==> config.mk <==
export PLATFORM = sky130hd
export DESIGN_NAME = rbss_top
export DESIGN_NICKNAME = d
export VERILOG_FILES = /design/src/rbss_pkg.sv /design/src/rbss_steer.sv /design/src/rbss_top.sv
export VERILOG_INCLUDE_DIRS = /design/src /design/src/src
export SDC_FILE = /design/constraint.sdc
export NUM_CORES = 1
export LEC_CHECK = 0
export BUFFER_PORTS_ARGS = -buffer_cell sky130_fd_sc_hd__buf_4
export CORE_AREA = 2 2 39 41
export DETAILED_ROUTE_END_ITERATION = 16
export DIE_AREA = 0 0 41 43
export SETUP_SLACK_MARGIN = 0.1
export SLEW_MARGIN = 5
export SYNTH_ARGS = -nofsm -noshare
export SYNTH_HDL_FRONTEND = slang
export SYNTH_SLANG_ARGS = --single-unit
==> constraint.sdc <==
create_clock -name REF_CLK -period 1.6 [get_ports REF_CLK]
set_clock_uncertainty 0.2 [all_clocks]
set_input_delay 0.16 -clock REF_CLK [delete_from_list [all_inputs] [get_ports REF_CLK]]
set_output_delay 0.16 -clock REF_CLK [all_outputs]
set_load 0.005 [all_outputs]
==> src/rbss_defs.svh <==
// constants for the rom bank select steering block
`ifndef RBSS_DEFS_SVH
`define RBSS_DEFS_SVH

// nibble and address widths of the processor data path
`define RBSS_NIB_W      4
`define RBSS_ADDR_W     8

// field positions inside the data written to the port
`define RBSS_BANK_BIT   0
`define RBSS_CODE_HI    3
`define RBSS_CODE_LO    1

// field positions inside the sent register address
`define RBSS_CHIP_HI    7
`define RBSS_CHIP_LO    6
`define RBSS_CHIP_W     2

// chip number that owns the bank select port
`define RBSS_CHIP_SEL   2'h0

// reset values
`define RBSS_PORT_RST   4'h0
`define RBSS_BANK_RST   1'h0
`define RBSS_ADDR_RST   1'h0

`endif

==> src/rbss_pkg.sv <==
// types shared by the rom bank select steering block
`include "rbss_defs.svh"

package rbss_pkg;

  typedef enum logic [0:0] {
    RBSS_BANK0 = 1'b0,
    RBSS_BANK1 = 1'b1
  } rbss_bank_t;

  // state of the port side: stored port value and address match
  typedef struct packed {
    logic [`RBSS_NIB_W-1:0] port;
    logic                   addr_ok;
  } rbss_top_st_t;

  // state of the steering stage: one select line per bank
  typedef struct packed {
    logic sel1;
    logic sel0;
  } rbss_steer_st_t;

endpackage

==> src/rbss_steer.sv <==
// output stage that steers the rom command line to one of two banks
`timescale 1ns/1ps
`default_nettype none

module rbss_steer (
  // clock, reset, enable
  input  wire logic             clk,
  input  wire logic             rst,
  input  wire logic             ce,
  // command line and the bank that applies to it
  input  wire logic             cmd,
  input  wire rbss_pkg::rbss_bank_t bank,
  // per bank select lines
  output logic                  sel0,
  output logic                  sel1
);
  import rbss_pkg::*;

  rbss_steer_st_t st_q;
  rbss_steer_st_t st_d;

  always_comb begin
    st_d = st_q;
    if (ce) begin
      st_d.sel1 = cmd & (bank == RBSS_BANK1);
      st_d.sel0 = cmd & (bank == RBSS_BANK0);
    end
  end

  // registered so neither line can glitch
  always_ff @(posedge clk) begin
    if (rst) begin
      st_q <= '0;
    end else begin
      st_q <= st_d;
    end
  end

  assign sel0 = st_q.sel0;
  assign sel1 = st_q.sel1;

endmodule

`default_nettype wire

==> src/rbss_top.sv <==
// rom bank select steering: port latch, address decode and bank steering
`timescale 1ns/1ps
`default_nettype none

`include "rbss_defs.svh"

module rbss_top #(
  parameter int PORT_W = `RBSS_NIB_W
) (
  // clock, reset, enable
  input  wire logic                    REF_CLK,
  input  wire logic                    SYS_RST,
  input  wire logic                    CLK_EN,
  // ram group select and address send
  input  wire logic                    RAM_CMD_SEL,
  input  wire logic                    ADDR_SEND_STB,
  input  wire logic [`RBSS_ADDR_W-1:0] ADDR_SEND_DATA,
  // port write from the processor
  input  wire logic                    PORT_WRITE_STB,
  input  wire logic [PORT_W-1:0]       PORT_WRITE_DATA,
  // rom command line from the processor
  input  wire logic                    ROM_CMD_SEL,
  // steered command lines to the rom banks
  output logic                         ROM_CMD_SEL_BANK0,
  output logic                         ROM_CMD_SEL_BANK1,
  // port lines and current bank
  output logic [PORT_W-1:0]            PORT_OUT,
  output var rbss_pkg::rbss_bank_t     BANK_SEL
);
  import rbss_pkg::*;

  if (PORT_W != `RBSS_NIB_W) begin : g_bad_width
    $error("port width must match the processor nibble");
  end

  function automatic logic chip_hit(input logic [`RBSS_ADDR_W-1:0] a);
    chip_hit = (a[`RBSS_CHIP_HI:`RBSS_CHIP_LO] == `RBSS_CHIP_SEL);
  endfunction

  function automatic rbss_bank_t bank_of(input logic [PORT_W-1:0] v);
    bank_of = rbss_bank_t'(v[`RBSS_BANK_BIT]);
  endfunction

  rbss_top_st_t st_q;
  rbss_top_st_t st_d;
  logic         wr_acc;
  rbss_bank_t   bank_nxt;

  // only writes while ram group 0 is selected count
  assign wr_acc = PORT_WRITE_STB & st_q.addr_ok & RAM_CMD_SEL;

  always_comb begin
    st_d = st_q;
    if (CLK_EN) begin
      // an address sent to another group deselects the port
      if (ADDR_SEND_STB) begin
        st_d.addr_ok = RAM_CMD_SEL & chip_hit(ADDR_SEND_DATA);
      end
      // port value changes on an accepted write only
      if (wr_acc) begin
        st_d.port = PORT_WRITE_DATA;
      end
    end
  end

  always_ff @(posedge REF_CLK) begin
    if (SYS_RST) begin
      st_q.port    <= `RBSS_PORT_RST;
      st_q.addr_ok <= `RBSS_ADDR_RST;
    end else begin
      st_q <= st_d;
    end
  end

  // bank follows the low port bit
  assign bank_nxt = bank_of(st_d.port);

  // next value steers, so a fetch in the same cycle as the write sees the new bank
  rbss_steer u_steer (
    .clk  (REF_CLK),
    .rst  (SYS_RST),
    .ce   (CLK_EN),
    .cmd  (ROM_CMD_SEL),
    .bank (bank_nxt),
    .sel0 (ROM_CMD_SEL_BANK0),
    .sel1 (ROM_CMD_SEL_BANK1)
  );

  // upper lines carry the branch code unchanged
  assign PORT_OUT = st_q.port;
  assign BANK_SEL = bank_of(st_q.port);

  property p_bank1_route;
    @(posedge REF_CLK) disable iff (SYS_RST)
      (CLK_EN && ROM_CMD_SEL && !wr_acc && BANK_SEL == RBSS_BANK1)
      |=> (ROM_CMD_SEL_BANK1 && !ROM_CMD_SEL_BANK0);
  endproperty
  a_bank1_route: assert property (p_bank1_route)
    else $error("command not routed to bank 1");

  property p_bank0_route;
    @(posedge REF_CLK) disable iff (SYS_RST)
      (CLK_EN && ROM_CMD_SEL && !wr_acc && BANK_SEL == RBSS_BANK0)
      |=> (ROM_CMD_SEL_BANK0 && !ROM_CMD_SEL_BANK1);
  endproperty
  a_bank0_route: assert property (p_bank0_route)
    else $error("command not routed to bank 0");

  property p_reset_bank0;
    @(posedge REF_CLK)
      SYS_RST |=> (BANK_SEL == RBSS_BANK0 && PORT_OUT == '0
                   && !ROM_CMD_SEL_BANK0 && !ROM_CMD_SEL_BANK1);
  endproperty
  a_reset_bank0: assert property (p_reset_bank0)
    else $error("reset did not select bank 0");

  property p_one_line;
    @(posedge REF_CLK) disable iff (SYS_RST)
      CLK_EN |=> ((ROM_CMD_SEL_BANK0 || ROM_CMD_SEL_BANK1)
                  == $past(ROM_CMD_SEL));
  endproperty
  a_one_line: assert property (p_one_line)
    else $error("command line lost or duplicated");

  property p_new_bank1;
    @(posedge REF_CLK) disable iff (SYS_RST)
      (CLK_EN && wr_acc && PORT_WRITE_DATA[`RBSS_BANK_BIT])
      ##1 (CLK_EN && ROM_CMD_SEL && !wr_acc)
      |=> ROM_CMD_SEL_BANK1;
  endproperty
  a_new_bank1: assert property (p_new_bank1)
    else $error("fetch after switch not from bank 1");

  property p_hold;
    @(posedge REF_CLK) disable iff (SYS_RST)
      !(CLK_EN && wr_acc) |=> $stable(PORT_OUT) && $stable(BANK_SEL);
  endproperty
  a_hold: assert property (p_hold)
    else $error("selection changed without a port write");

  property p_new_bank0;
    @(posedge REF_CLK) disable iff (SYS_RST)
      (CLK_EN && wr_acc && !PORT_WRITE_DATA[`RBSS_BANK_BIT])
      |=> (BANK_SEL == RBSS_BANK0) ##1
          (!ROM_CMD_SEL_BANK1 || !$past(CLK_EN) || $past(wr_acc));
  endproperty
  a_new_bank0: assert property (p_new_bank0)
    else $error("switch back did not reach bank 0");

  property p_no_overlap;
    @(posedge REF_CLK) disable iff (SYS_RST)
      $changed(BANK_SEL) |-> ($past(CLK_EN && wr_acc) || $past(SYS_RST))
                             && !(ROM_CMD_SEL_BANK0 && ROM_CMD_SEL_BANK1);
  endproperty
  a_no_overlap: assert property (p_no_overlap)
    else $error("bank changed without write or lines overlap");

  property p_never_both;
    @(posedge REF_CLK) disable iff (SYS_RST)
      !(ROM_CMD_SEL_BANK0 && ROM_CMD_SEL_BANK1);
  endproperty
  a_never_both: assert property (p_never_both)
    else $error("both bank lines active");

  property p_cmd_low;
    @(posedge REF_CLK) disable iff (SYS_RST)
      (CLK_EN && !ROM_CMD_SEL)
      |=> (!ROM_CMD_SEL_BANK0 && !ROM_CMD_SEL_BANK1);
  endproperty
  a_cmd_low: assert property (p_cmd_low)
    else $error("bank line active without command");

  property p_idle_bank0;
    @(posedge REF_CLK) disable iff (SYS_RST)
      (CLK_EN && !wr_acc && BANK_SEL == RBSS_BANK0)
      |=> !ROM_CMD_SEL_BANK1;
  endproperty
  a_idle_bank0: assert property (p_idle_bank0)
    else $error("bank 1 line active while bank 0 selected");

  property p_freeze;
    @(posedge REF_CLK) disable iff (SYS_RST)
      !CLK_EN |=> ($stable(ROM_CMD_SEL_BANK0) && $stable(ROM_CMD_SEL_BANK1)
                   && $stable(PORT_OUT));
  endproperty
  a_freeze: assert property (p_freeze)
    else $error("state moved while enable low");

  property p_write_lands;
    @(posedge REF_CLK) disable iff (SYS_RST)
      (CLK_EN && wr_acc)
      |=> (PORT_OUT == $past(PORT_WRITE_DATA));
  endproperty
  a_write_lands: assert property (p_write_lands)
    else $error("accepted write not stored");

  // the port takes a write in the cycle after an address naming it
  property p_addr_accept;
    @(posedge REF_CLK) disable iff (SYS_RST)
      (CLK_EN && ADDR_SEND_STB && RAM_CMD_SEL
       && ADDR_SEND_DATA[`RBSS_CHIP_HI:`RBSS_CHIP_LO] == `RBSS_CHIP_SEL)
      ##1 (CLK_EN && PORT_WRITE_STB && RAM_CMD_SEL)
      |=> (PORT_OUT == $past(PORT_WRITE_DATA));
  endproperty
  a_addr_accept: assert property (p_addr_accept)
    else $error("write after matching address not taken");

  property p_addr_refused;
    @(posedge REF_CLK) disable iff (SYS_RST)
      (CLK_EN && ADDR_SEND_STB
       && (!RAM_CMD_SEL
           || ADDR_SEND_DATA[`RBSS_CHIP_HI:`RBSS_CHIP_LO] != `RBSS_CHIP_SEL))
      ##1 (CLK_EN && PORT_WRITE_STB)
      |=> $stable(PORT_OUT);
  endproperty
  a_addr_refused: assert property (p_addr_refused)
    else $error("write taken after a refused address");

endmodule

`default_nettype wire

==> metrics.md <==
| Metric | Value |
|---|---|
| Die Footprint | 1763 um^2 |
| Antenna violations before repair | 0 |
| Lkg Pwr | 0.2827 nW |
| Synth Area in Simple Gates | 24.80% |
| DR pass1 iterations | 2 |
| Avg Inst Size Synth | 9.630 um^2 |
| MaxCap Viol Count | 0 |
| Ant diodes | 0 |
| Clk Latency, worst-skew pair | 0.24 ns |
| Fillcell total | 142 |
| Area growth syn-to-layout | 77.17% |
| # rows | 14 |
| Via count | 310 |
| Pins Over Slew Limit | 0 |
| Fin crit period | 1.482 ns |
| Initial drt markers | 3 |
| Nets | 80 |
| Main combinational cell family by area after synthesis | simple AND/OR/NAND/NOR gates |
| Fmax | 674.9 MHz |
| RSZ-0062 raised after global routing | false |
| Root Driver | clkbuf_4 |
| Core area | 1384 um^2 |
| Period utilization | 92.61% |
| CP Data Required Time | 1.58 ns |
| Initial Utilization | 22.97% |
| Multi-input logic area | 140.1 um^2 |
| Routed wire length per instance | 9.329 um |
| Post-synthesis xor/xnor area fraction | 0% |
| First-pass GRT wire length | 1097 um |
| CP arrival | 1.46 ns |
| Slew margin rel. | 85.79% |
| Mapped Cells | 33 |
| Share of cells above drive strength 1 | 40.00% |
| Grt ovf | 0 |
| Post-synthesis adder-cell area fraction | 0% |
| Worst-path clk slew | 0.05 ns |
| Final ANT Viol Nets | 0 |
| Die Y | 43 um |
| Seq/Total Area, Yosys | 44.09% |
| CTS tree | done |
| Die X | 41 um |
| CTS Buf Count | 3 |
| Max FO, Critical Path | 1 |
| Synth Warn # | 0 |
| IO Pins | 26 |
| DRT Wirelength | 709 um |
| Cell area after synthesis | 317.8 um^2 |
| Post-placement cell count | 63 |
| Mux cell area share after synthesis | 12.60% |
| Clock sinks | 7 |
| H-tree level count | 1 |
| Status | finished, final reports clean |
| Resize count post-CTS | 0 |
| Final setup vio count | 0 |
| Number of port buffers | 19 |
| Storage cell area | 140.1 um^2 |
| Critical path capture point type | flip-flop |
| CTS Buffer Depth | 2 |
| Final TNS setup | 0 ns |
| GPL Wtd Cong | 0.6600 |
| Pin count of the biggest net entering global routing | 9 |
| DP HPWL | 489.8 um |
| Fin cells | 76 |
| Vias per cell | 4.079 |
| Drt drc | 0 |
| Final hold vios | 0 |
| Vias in the first global route | 279 |
| Synth cell types | 18 |
| Synthesized flop and latch total | 7 |
| Setup Crit Path Kind | in -> reg |
| Syn_nets | 52 |
| Power per Cell Area | 694.4 nW/um^2 |
| Worst Max-Slew Pin Slew | 0.2073 ns |
| Overall global routing resource usage | 9.538% |
| VDD IR-drop max | 0.2879 mV |
| CP startpoint kind | primary input |
| Post-synthesis compound-gate area fraction | 6.693% |
| Min-Delay Path Class | in -> reg |
==> critical path, cell delays in order <==
cell	delay, ns
dlygate4sd3_1	0.53
buf_4	0.12
or4b_1	0.51
a21oi_1	0.14
==> synthesized netlist by cell type <==
cell type  count  area (um^2)
a21oi_1        1        5.000
a31oi_1        1        6.260
a41o_1         1        10.01
buf_1          1        3.750
buf_4          4        30.03
dfxtp_1        7        140.1
inv_1          1        3.750
mux2i_1        4        40.04
nand2_1        1        3.750
nand2_2        1        6.260
nand2b_1       1        6.260
nand3_1        1        5.000
nand4_1        1        6.260
nand4_2        1        12.51
nor2_1         4        15.01
nor3b_1        1        7.510
or2_0          1        6.260
or4b_1         1        10.01
==> final timing paths <==
kind,slack [ns],start,depth (start not counted),end
max,0.12,ADDR_SEND_DATA[7],4,st_q[0]$_SDFFE_PP0P_
min,0.02,CLK_EN,2,u_steer.sel0$_SDFFE_PP0P_
max reg2reg,0.28,st_q[0]$_SDFFE_PP0P_,3,u_steer.sel0$_SDFFE_PP0P_
min reg2reg,0.26,st_q[0]$_SDFFE_PP0P_,2,st_q[0]$_SDFFE_PP0P_
==> sequential cells by signal, summed over array words and instances (netlist names) <==
name          flops
PORT_OUT          4
st_q              1
u_steer.sel0      1
u_steer.sel1      1
==> kinds of logic after synthesis <==
kind of cell,Yosys count
compound gates,3
buf+inv,6
flops,7
mux,4
simple gates,13
==> per-layer routing <==
layer | wire length (um) | track usage, %
met5 | 0 | 0
met4 | 0 | 8.000
met3 | 54 | 3.141
met2 | 323 | 12.50
met1 | 331 | 11.90
==> cell usage in the layout, fill, tap and decap left out, drive strengths merged <==
cell type,count
inv,1
buf,19
nand3,1
dfxtp,7
a41o,1
or4b,1
nand4,2
or2,1
a31oi,1
clkbuf,4
nor3b,1
a21oi,1
nor2,4
dlygate4sd3,9
nand2b,1
nand2,2
mux2i,4
==> cell type report <==
| type | count | share of cell area [%] |
|---|---|---|
| flip-flops and latches | 7 | 24.89 |
| multi-input cells | 20 | 24.89 |
| inverters | 1 | 0.6667 |
| repair buffers | 28 | 41.33 |
| clock buffers | 4 | 4.667 |
| well taps | 16 | 3.556 |
==> timing repair <==
item                                    in CTS  in global routing
endpoints found under the setup margin       0                  0
endpoints found under the hold margin        7                  0
hold buffers                                 9                  0
setup buffers                                0                  0
==> where the power goes <==
part           internal, mW  switching [mW]
sequential            0.177        0.000958
clock                0.0950          0.0624
combinational        0.0391          0.0169
==> through the flow <==
step / hold WS, ns / instance area, um^2 / setup WS, ns / utilization [%] / total power [mW]
floorplan: 0.1039 / 317.8 / 0.3825 / - / 0.1903
CTS: 0.009914 / 563.0 / 0.1244 / 40.69 / 0.4004
finish: 0.01581 / 563.0 / 0.1182 / 40.69 / 0.3910
global placement: 0.1945 / 446.7 / 0.2826 / 32.28 / 0.2197
detailed placement: 0.1968 / 446.7 / 0.2709 / 32.28 / 0.2199
global route: 0.01543 / 563.0 / 0.1043 / 40.69 / 0.4135
Power figures use the tool's default switching activity.
